[src/hw/cmc_pkg.sv]
// Constants for the CAN mode controller: register map, fields, states, timing.
// Assumes one 125 MHz clock and a byte-wide register port.
//
// Notes on behaviour
// - Module disabled stops every internal clock.
// - Sleep keeps only the register-access clock running.
// - Wake-up interrupt needs sleep request, sleep ack, wake enable, interrupt enable.
// - Wait with stop-in-wait powers down; leaving it returns to sleep if entered from sleep, else restarts into normal.
// - Wait without stop-in-wait keeps normal or sleep running.
// - Deep stop modes power down regardless of sleep bits.
// - Light stop sleeps if already asleep, else powers down; stop-in-wait ignored.
// - Sleep waits until every transmit buffer reads empty.
// - Sleep waits for bus idle when receiving, else enters after sync delay.
// - Sleep acknowledge set once sleep is active; host waits for it.
// - Sleep pauses bus-off recovery count; transmit pin stays recessive.
// - Sleep blocks moving new messages into the receive foreground buffer.
// - Sleep blocks transmit aborts; transmit buffers stay accessible.
// - Without wake enable latched at entry, receive input held recessive.
// - Sleep left by bus activity with wake enable, or request cleared after ack.
// - After wake-up wait eleven recessive bits before joining the bus.
// - On wake-up deferred copies, aborts, sends and bus-off counting resume.
// - Init mode aborts traffic at once and forces transmit pin recessive.
// - Init mode resets control state and unlocks configuration writes.
// - Init request passes two bus-side plus three core-side stages before ack.
// - Init request clearable only after acknowledge; host waits on acknowledge.
// - Power down stops traffic, forces recessive, blocks register access.

package cmc_pkg;
	// Register offsets
	localparam logic [3:0] CTRL_ADDR   = 4'h0;
	localparam logic [3:0] STATUS_ADDR = 4'h1;

	// Control register fields
	localparam int CTRL_INIT_REQ = 0;
	localparam int CTRL_SLP_REQ  = 1;
	localparam int CTRL_WAKE_EN  = 2;
	localparam int CTRL_STOP_WT  = 3;
	localparam int CTRL_WAKE_IE  = 4;
	localparam int CTRL_MOD_EN   = 7;

	// Status register fields
	localparam int STAT_INIT_ACK = 0;
	localparam int STAT_SLP_ACK  = 1;
	localparam int STAT_MODE_LSB = 4;

	// Reset values
	localparam logic [7:0] CTRL_RESET = 8'h00;
	localparam logic       RECESSIVE  = 1'b1;

	// Timing
	localparam int CLK_MHZ        = 125;
	localparam int SLEEP_SYNC_NS  = 16;
	localparam int SLEEP_SYNC_CYC = (SLEEP_SYNC_NS * CLK_MHZ + 999) / 1000;
	localparam int RECOVER_NS     = 64;
	localparam int RECOVER_CYC    = (RECOVER_NS * CLK_MHZ + 999) / 1000;
	localparam int INIT_BUS_SYNC  = 2;
	localparam int INIT_CORE_SYNC = 3;
	localparam int INIT_SYNC_CYC  = INIT_BUS_SYNC + INIT_CORE_SYNC;
	localparam int RESYNC_BITS    = 11;

	// Controller modes
	typedef enum logic [2:0] {
		ST_DISABLED  = 3'b000,
		ST_NORMAL    = 3'b001,
		ST_SLEEP_PND = 3'b010,
		ST_SLEEP     = 3'b011,
		ST_RESYNC    = 3'b100,
		ST_POWERDOWN = 3'b101,
		ST_INIT      = 3'b110,
		ST_RECOVER   = 3'b111
	} cmc_state_t;
endpackage : cmc_pkg

[src/hw/cmc_mode_ctrl.sv]
// Mode controller for a CAN protocol controller: enable, sleep, power down, init.
// Assumes the protocol engine supplies activity flags and a bit tick on clk.
// Logic reads only the second receive synchroniser stage; all outputs are registered.
//
// The address map and strobed register access were left to the implementer.
`timescale 1ns/1ns
`default_nettype none

module cmc_mode_ctrl (
	input  wire logic       clk,
	input  wire logic       rst,
	input  wire logic [3:0] addr,
	input  wire logic [7:0] wr_data,
	input  wire logic       wr_strobe,
	input  wire logic       rd_strobe,
	output logic      [7:0] rd_data,
	input  wire logic       cpu_wait,
	input  wire logic       cpu_stop3,
	input  wire logic       cpu_stop12,
	input  wire logic [2:0] tx_buffer_empty_flag,
	input  wire logic       tx_active,
	input  wire logic       rx_active,
	input  wire logic       bus_idle,
	input  wire logic       bus_off,
	input  wire logic       bit_tick,
	input  wire logic       engine_tx,
	input  wire logic       bus_receive_pin,
	output logic            bus_transmit_pin,
	output logic            engine_rx,
	output logic            core_clk_en,
	output logic            reg_clk_en,
	output logic            engine_halt,
	output logic            rx_shift_enable,
	output logic            abort_enable,
	output logic            boff_count_enable,
	output logic            cfg_write_enable,
	output logic            ctl_default_reset,
	output logic            wakeup_irq,
	output logic            sleep_acknowledge,
	output logic            init_acknowledge
);

	// Receive pin synchroniser
	logic rx_meta_reg;
	logic rx_sync_reg;

	// Two stages, both reset to the recessive idle level
	always_ff @(posedge clk) begin
		if (rst) begin
			rx_meta_reg <= cmc_pkg::RECESSIVE;
			rx_sync_reg <= cmc_pkg::RECESSIVE;
		end else begin
			rx_meta_reg <= bus_receive_pin;
			rx_sync_reg <= rx_meta_reg;
		end
	end

	// Control bits and mode state
	cmc_pkg::cmc_state_t state_reg, state_next;
	logic       module_enable_reg, module_enable_next;
	logic       sleep_request_reg, sleep_request_next;
	logic       init_request_reg, init_request_next;
	logic       wakeup_enable_reg, wakeup_enable_next;
	logic       wakeup_interrupt_enable_reg, wakeup_interrupt_enable_next;
	logic       stop_in_wait_reg, stop_in_wait_next;
	logic       wake_latch_reg, wake_latch_next;
	logic       from_sleep_reg, from_sleep_next;
	logic [3:0] dly_reg, dly_next;
	logic [3:0] rec_bits_reg, rec_bits_next;

	// Combinational helpers
	logic       wake_pulse;
	logic       pd_cond;
	logic       tx_all_empty;
	logic       ctrl_wr;
	logic       init_ack_now;

	assign tx_all_empty = &tx_buffer_empty_flag;
	assign ctrl_wr      = wr_strobe && addr == cmc_pkg::CTRL_ADDR;
	assign init_ack_now = state_reg == cmc_pkg::ST_INIT
		&& dly_reg >= 4'(cmc_pkg::INIT_SYNC_CYC);

	// Power-down condition from the CPU mode
	always_comb begin
		pd_cond = 1'b0;
		if (cpu_stop12)
			pd_cond = 1'b1;
		else if (cpu_stop3)
			pd_cond = state_reg != cmc_pkg::ST_SLEEP;
		else if (cpu_wait)
			pd_cond = stop_in_wait_reg;
	end

	// Next control bits and mode
	always_comb begin
		state_next                   = state_reg;
		module_enable_next           = module_enable_reg;
		sleep_request_next           = sleep_request_reg;
		init_request_next            = init_request_reg;
		wakeup_enable_next           = wakeup_enable_reg;
		wakeup_interrupt_enable_next = wakeup_interrupt_enable_reg;
		stop_in_wait_next            = stop_in_wait_reg;
		wake_latch_next              = wake_latch_reg;
		from_sleep_next              = from_sleep_reg;
		dly_next                     = dly_reg;
		rec_bits_next                = rec_bits_reg;
		wake_pulse                   = 1'b0;

		// Software writes; none land while powered down
		if (ctrl_wr && state_reg != cmc_pkg::ST_POWERDOWN) begin
			if (wr_data[cmc_pkg::CTRL_MOD_EN])
				module_enable_next = 1'b1;
			if (wr_data[cmc_pkg::CTRL_SLP_REQ])
				sleep_request_next = 1'b1;
			else if (state_reg == cmc_pkg::ST_SLEEP)
				sleep_request_next = 1'b0;
			if (wr_data[cmc_pkg::CTRL_INIT_REQ])
				init_request_next = 1'b1;
			else if (init_ack_now)
				init_request_next = 1'b0;
			wakeup_enable_next           = wr_data[cmc_pkg::CTRL_WAKE_EN];
			wakeup_interrupt_enable_next = wr_data[cmc_pkg::CTRL_WAKE_IE];
			stop_in_wait_next            = wr_data[cmc_pkg::CTRL_STOP_WT];
		end

		// Count recessive bits for resync
		if (bit_tick) begin
			if (rx_sync_reg == cmc_pkg::RECESSIVE)
				rec_bits_next = rec_bits_reg + 4'h1;
			else
				rec_bits_next = 4'h0;
		end

		// Priority: disabled, power down, init, then the current mode
		if (!module_enable_reg) begin
			state_next = cmc_pkg::ST_DISABLED;
		end else if (pd_cond && state_reg != cmc_pkg::ST_POWERDOWN) begin
			state_next      = cmc_pkg::ST_POWERDOWN;
			from_sleep_next = state_reg == cmc_pkg::ST_SLEEP;
		end else if (init_request_reg && state_reg != cmc_pkg::ST_INIT
				&& state_reg != cmc_pkg::ST_POWERDOWN) begin
			state_next = cmc_pkg::ST_INIT;
			dly_next   = 4'h0;
		end else begin
			case (state_reg)
			// Enabled: resynchronise before joining the bus
			cmc_pkg::ST_DISABLED: begin
				state_next = cmc_pkg::ST_RESYNC;
				rec_bits_next = 4'h0;
			end

			// Sleep request starts the drain
			cmc_pkg::ST_NORMAL: begin
				if (sleep_request_reg) begin
					state_next = cmc_pkg::ST_SLEEP_PND;
					dly_next   = 4'h0;
				end
			end

			// Quiet engine, then the fixed sync delay
			cmc_pkg::ST_SLEEP_PND: begin
				// Drain transmit buffers and finish any reception first
				if (!tx_all_empty || tx_active || (rx_active && !bus_idle)) begin
					dly_next = 4'h0;
				end else if (dly_reg >= 4'(cmc_pkg::SLEEP_SYNC_CYC - 1)) begin
					state_next      = cmc_pkg::ST_SLEEP;
					wake_latch_next = wakeup_enable_reg;
				end else begin
					dly_next = dly_reg + 4'h1;
				end
			end

			// Leave on software clear or latched bus wake
			cmc_pkg::ST_SLEEP: begin
				if (!sleep_request_reg) begin
					state_next    = cmc_pkg::ST_RESYNC;
					rec_bits_next = 4'h0;
				end else if (wake_latch_reg && rx_sync_reg != cmc_pkg::RECESSIVE) begin
					state_next         = cmc_pkg::ST_RESYNC;
					sleep_request_next = 1'b0;
					rec_bits_next      = 4'h0;
					wake_pulse         = wakeup_interrupt_enable_reg;
				end
			end

			// Eleven recessive bit times before normal
			cmc_pkg::ST_RESYNC: begin
				if (rec_bits_reg >= 4'(cmc_pkg::RESYNC_BITS))
					state_next = cmc_pkg::ST_NORMAL;
			end

			// Back to sleep, or through the recovery cycle
			cmc_pkg::ST_POWERDOWN: begin
				if (!pd_cond) begin
					if (from_sleep_reg) begin
						state_next = cmc_pkg::ST_SLEEP;
					end else begin
						state_next = cmc_pkg::ST_RECOVER;
						dly_next   = 4'h0;
					end
				end
			end

			// Fixed recovery delay after power down
			cmc_pkg::ST_RECOVER: begin
				if (dly_reg >= 4'(cmc_pkg::RECOVER_CYC - 1)) begin
					state_next    = cmc_pkg::ST_RESYNC;
					rec_bits_next = 4'h0;
				end else begin
					dly_next = dly_reg + 4'h1;
				end
			end

			// Count sync stages; leave when the request drops
			cmc_pkg::ST_INIT: begin
				if (dly_reg < 4'(cmc_pkg::INIT_SYNC_CYC))
					dly_next = dly_reg + 4'h1;
				if (!init_request_reg) begin
					state_next    = cmc_pkg::ST_RESYNC;
					rec_bits_next = 4'h0;
				end
			end

			// Unused code falls back to disabled
			default: begin
				state_next = cmc_pkg::ST_DISABLED;
			end
			endcase
		end

		// Init mode holds the sleep, wake and stop-in-wait bits at defaults
		if (state_reg == cmc_pkg::ST_INIT) begin
			sleep_request_next           = 1'b0;
			wakeup_enable_next           = 1'b0;
			wakeup_interrupt_enable_next = 1'b0;
			stop_in_wait_next            = 1'b0;
		end
	end

	// Register control bits and mode
	always_ff @(posedge clk) begin
		if (rst) begin
			state_reg                   <= cmc_pkg::ST_DISABLED;
			module_enable_reg           <= cmc_pkg::CTRL_RESET[cmc_pkg::CTRL_MOD_EN];
			sleep_request_reg           <= cmc_pkg::CTRL_RESET[cmc_pkg::CTRL_SLP_REQ];
			init_request_reg            <= cmc_pkg::CTRL_RESET[cmc_pkg::CTRL_INIT_REQ];
			wakeup_enable_reg           <= cmc_pkg::CTRL_RESET[cmc_pkg::CTRL_WAKE_EN];
			wakeup_interrupt_enable_reg <= cmc_pkg::CTRL_RESET[cmc_pkg::CTRL_WAKE_IE];
			stop_in_wait_reg            <= cmc_pkg::CTRL_RESET[cmc_pkg::CTRL_STOP_WT];
			wake_latch_reg              <= 1'b0;
			from_sleep_reg              <= 1'b0;
			dly_reg                     <= 4'h0;
			rec_bits_reg                <= 4'h0;
		end else begin
			state_reg                   <= state_next;
			module_enable_reg           <= module_enable_next;
			sleep_request_reg           <= sleep_request_next;
			init_request_reg            <= init_request_next;
			wakeup_enable_reg           <= wakeup_enable_next;
			wakeup_interrupt_enable_reg <= wakeup_interrupt_enable_next;
			stop_in_wait_reg            <= stop_in_wait_next;
			wake_latch_reg              <= wake_latch_next;
			from_sleep_reg              <= from_sleep_next;
			dly_reg                     <= dly_next;
			rec_bits_reg                <= rec_bits_next;
		end
	end

	// Output next values; bus, clock and ack terms derived from the next mode
	logic       on_bus;
	logic       running;
	logic       slp_ack_n;
	logic       ini_ack_n;
	logic [7:0] rd_next;

	always_comb begin
		on_bus    = state_next == cmc_pkg::ST_NORMAL
			|| state_next == cmc_pkg::ST_SLEEP_PND;
		running   = on_bus || state_next == cmc_pkg::ST_RESYNC;
		slp_ack_n = state_next == cmc_pkg::ST_SLEEP && sleep_request_next;
		ini_ack_n = state_next == cmc_pkg::ST_INIT
			&& dly_next >= 4'(cmc_pkg::INIT_SYNC_CYC);

		// Read mux; zero when not reading or powered down
		rd_next   = 8'h00;
		if (rd_strobe && state_reg != cmc_pkg::ST_POWERDOWN) begin
			case (addr)
			cmc_pkg::CTRL_ADDR: begin
				rd_next[cmc_pkg::CTRL_MOD_EN]   = module_enable_reg;
				rd_next[cmc_pkg::CTRL_SLP_REQ]  = sleep_request_reg;
				rd_next[cmc_pkg::CTRL_INIT_REQ] = init_request_reg;
				rd_next[cmc_pkg::CTRL_WAKE_EN]  = wakeup_enable_reg;
				rd_next[cmc_pkg::CTRL_WAKE_IE]  = wakeup_interrupt_enable_reg;
				rd_next[cmc_pkg::CTRL_STOP_WT]  = stop_in_wait_reg;
			end
			cmc_pkg::STATUS_ADDR: begin
				rd_next[cmc_pkg::STAT_INIT_ACK] = init_acknowledge;
				rd_next[cmc_pkg::STAT_SLP_ACK]  = sleep_acknowledge;
				rd_next[cmc_pkg::STAT_MODE_LSB +: 3] = state_reg;
			end
			default: begin
				rd_next = 8'h00;
			end
			endcase
		end
	end

	// Registered outputs
	always_ff @(posedge clk) begin
		if (rst) begin
			rd_data           <= 8'h00;
			bus_transmit_pin  <= cmc_pkg::RECESSIVE;
			engine_rx         <= cmc_pkg::RECESSIVE;
			core_clk_en       <= 1'b0;
			reg_clk_en        <= 1'b0;
			engine_halt       <= 1'b1;
			rx_shift_enable   <= 1'b0;
			abort_enable      <= 1'b0;
			boff_count_enable <= 1'b0;
			cfg_write_enable  <= 1'b0;
			ctl_default_reset <= 1'b0;
			wakeup_irq        <= 1'b0;
			sleep_acknowledge <= 1'b0;
			init_acknowledge  <= 1'b0;
		end else begin
			rd_data           <= rd_next;
			bus_transmit_pin  <= on_bus ? engine_tx : cmc_pkg::RECESSIVE;
			engine_rx         <= running ? rx_sync_reg : cmc_pkg::RECESSIVE;
			core_clk_en       <= running;
			reg_clk_en        <= module_enable_next
				&& state_next != cmc_pkg::ST_POWERDOWN;
			engine_halt       <= !on_bus;
			rx_shift_enable   <= running;
			abort_enable      <= running;
			boff_count_enable <= running && bus_off;
			cfg_write_enable  <= ini_ack_n;
			ctl_default_reset <= state_next == cmc_pkg::ST_INIT;
			wakeup_irq        <= wake_pulse;
			sleep_acknowledge <= slp_ack_n;
			init_acknowledge  <= ini_ack_n;
		end
	end

endmodule : cmc_mode_ctrl

`default_nettype wire

[config.mk]
export PLATFORM = sky130hd
export DESIGN_NAME = cmc_mode_ctrl
export DESIGN_NICKNAME = d
export VERILOG_FILES = /design/src/hw/cmc_pkg.sv /design/src/hw/cmc_mode_ctrl.sv
export SDC_FILE = /design/constraint.sdc
export NUM_CORES = 1
export LEC_CHECK = 0
export ABC_AREA = 1
export BUFFER_PORTS_ARGS = -buffer_cell sky130_fd_sc_hd__buf_2
export CAP_MARGIN = 25
export CORE_MARGIN = 3
export CORE_UTILIZATION = 25
export DETAILED_ROUTE_END_ITERATION = 8
export GPL_TIMING_DRIVEN = 0
export SETUP_SLACK_MARGIN = 0.3
export SYNTH_ARGS = -nofsm -noshare
export SYNTH_HDL_FRONTEND = slang
export SYNTH_SLANG_ARGS = --single-unit
[constraint.sdc]
create_clock -name clk -period 4.8 [get_ports clk]
set_clock_uncertainty 0.15 [all_clocks]
set_input_delay 0.96 -clock clk [delete_from_list [all_inputs] [get_ports clk]]
set_output_delay 0.96 -clock clk [all_outputs]
set_load 0.05 [all_outputs]
==> results.py <==
metrics = {
    "outcome": {
        "outcome": "finished clean",
    },
    "synth": {
        "synth_flop_cell": "dfxtp_1",
        "seq_area_frac_synth_pct": 38.24,
        "yosysWarnings": 0,
        "syn-instance-count": 303,
        "synth_area_per_cell_sq_um": 6.739,
        "syn_area_sq_mm": 0.002042,
        "synthArstFlopShare_pct": 0,
        "synth_edf_count": 0,
        "ys_ff_latch": 39,
        "syn_nets": 336,
        "synth_cell_type_count": 32,
    },
    "placement": {
        "port_buffers": 47,
        "routabilityCongestion": 0.9036,
        "dp_hpwl_um": 4171,
    },
    "critical_path": {
        "end_kind": "register",
        "critical_path_class": "register to register",
        "worst_setup_path_start_kind": "register",
        "worst_ep_arrival_time_ns": 2.41,
        "worst-path-max-fanout": 8,
        "worst_ep_required_time_ns": 4.83,
    },
    "global_routing": {
        "grt_antenna_before_repair": 0,
        "track_usage_pct": 11.58,
        "grt_pass1_vias": 1859,
        "grt_max_degree": 12,
        "grt_pass1_wl_um": 8411,
        "gr-total-overflow": 0,
    },
    "floorplanning": {
        "core_sq_mm": 0.007807,
        "fp.dieH_um": 96.38,
        "dieArea_sq_mm": 0.009288,
        "start_util_pct": 26.15,
        "fp.dieW_um": 96.38,
        "io_pins": 50,
        "num_rows": 32,
    },
    "cells_and_area": {
        "largest_reg_flops": 8,
        "multi_input_area_sq_mm": 0.001054,
        "diodes": 0,
        "drive_gt1_share_pct": 23.74,
        "fillerInstances": 860,
        "syn2layout_area_growth_pct": 21.75,
        "finalNetCount": 390,
        "final_common_cell": "nand2_1",
        "layout_common_cells": "nand2_1 (63), buf_2 (48), nor2_1 (39), dfxtp_1 (39), inv_1 (35)",
        "seq_area_sq_um": 780.7,
    },
    "sta": {
        "max_slew_margin_pct": 66.32,
        "finalSetupTns_ns": 0,
        "grt_setup_unrepaired": "no",
        "max_freq_mhz": 420.0,
        "period_share_pct": 49.61,
        "tightest_slew_ns": 0.5052,
        "hold_viol_final": 0,
        "maxSlewViolCount": 0,
        "setup_viol": 0,
        "timing.hold.ws_ns": 0.2650,
        "period_needed_ns": 2.381,
    },
    "cts": {
        "htreeDepth": 2,
        "cts_buffers": 5,
        "holdBufCountCts": 0,
        "clock_path_buffers": 2,
        "cts_resized": 0,
        "clk_pin_slew_worst_paths_ns": 0.07,
        "cts-root-buf": "clkbuf_8",
        "clk_latency_ns": 0.29,
        "cts_tree": "done",
        "cts.sink_count": 39,
        "cts_setup_buffers": 0,
    },
    "routing": {
        "vias": 2023,
        "antenna_left": 0,
        "firstDrtPassIters": 4,
        "wl_per_cell_um": 11.34,
        "viasPerCell": 4.398,
        "drt_iter0_markers": 127,
        "drcViolationCount": 0,
        "wl_um": 5215,
    },
    "hold_path": {
        "holdCritPathClass": "register to register",
    },
    "power": {
        "power.density_mw_per_mm2": 231.8,
        "ir_worst_vdd_mv": 0.1029,
        "p_leak_nw": 1.192,
    },
    "run": {
        "cap_violations": 0,
    },
}
==> cell usage after synthesis (4+ instances only) <==
master / number / area (sq um)
nand4_1: 6 / 37.54
nor2_1: 39 / 146.4
inv_1: 35 / 131.4
nand2_1: 63 / 236.5
inv_2: 9 / 33.78
nor3_1: 5 / 25.02
o21ai_0: 12 / 60.06
nand2_2: 8 / 50.05
nor2_2: 4 / 25.02
dfxtp_1: 39 / 780.8
clkbuf_1: 4 / 15.01
a21oi_1: 15 / 75.07
nand3_1: 28 / 140.1
ha_1: 4 / 50.05
==> routing by layer <==
layer | up-vias | part of all wire, % | track usage (%)
met3 | 6 | 6.3 | 2.711
met4 | 0 | 1.2 | 3.388
li1 | 1081 | - | -
met1 | 887 | 49 | 15.46
met2 | 49 | 44 | 18.57
met5 | - | 0 | 0
==> kinds of logic after synthesis <==
kind of cell / share of synthesized area, %
simple gates: 36.46
flops: 38.24
buf+inv: 10.17
compound gates: 11.83
xor+xnor: 0.8580
fa+ha+maj: 2.451
==> layout make-up <==
| class | count | share of cell area (%) |
|---|---|---|
| well taps | 102 | 5.133 |
| repair buffers | 47 | 9.462 |
| clock inverters | 1 | 0.2013 |
| multi-input cells | 212 | 42.38 |
| clock buffers | 7 | 3.070 |
| plain buffers | 8 | 1.711 |
| inverters | 44 | 6.643 |
| flip-flops and latches | 39 | 31.40 |
==> worst paths after layout <==
check                          from  slack (ns)                          end  depth (start not counted)
min          rx_meta_reg$_SDFF_PP1_        0.26       rx_sync_reg$_SDFF_PP1_                          1
min reg2reg  rx_meta_reg$_SDFF_PP1_        0.26       rx_sync_reg$_SDFF_PP1_                          1
max           dly_reg[0]$_SDFF_PP0_        2.42  init_acknowledge$_SDFF_PP0_                         13
max reg2reg   dly_reg[0]$_SDFF_PP0_        2.42  init_acknowledge$_SDFF_PP0_                         13
==> critical path, cell delays in order, from the launching register on <==
cell	delay, ns
dfxtp_1	0.36
clkbuf_1	0.33
inv_1	0.17
ha_1	0.23
inv_1	0.06
nand2_1	0.13
o21ai_0	0.19
nand2_1	0.10
nand4_1	0.08
nand2_1	0.05
o21ai_0	0.08
nand2_1	0.07
a21oi_1	0.19
a21oi_1	0.09
==> stage by stage <==
step / power, W / worst slack (ns) / cell area, sq um / utilization, % / instances
floorplan: 0.0003551 / 2.543 / 2042 / - / 303
global placement: 0.0003721 / 2.218 / 2405 / 30.80 / 452
detailed placement: 0.0003728 / 2.221 / 2405 / 30.80 / 452
CTS: 0.0005848 / 2.436 / 2486 / 31.84 / 460
global route: 0.0006013 / 2.082 / 2486 / 31.84 / 460
finish: 0.0005762 / 2.419 / 2486 / 31.84 / 460
==> power by group <==
part / leakage, nW / total [W] / switching (W) / internal, W
Clock: 0.0422 / 0.000211 / 0.000109 / 0.000102
Sequential: 0.315 / 0.000330 / 0.00000291 / 0.000327
Combinational: 0.834 / 0.0000355 / 0.0000206 / 0.0000148
Total: 1.19 / 0.000576 / 0.000132 / 0.000444
Power figures use the tool's default switching activity.
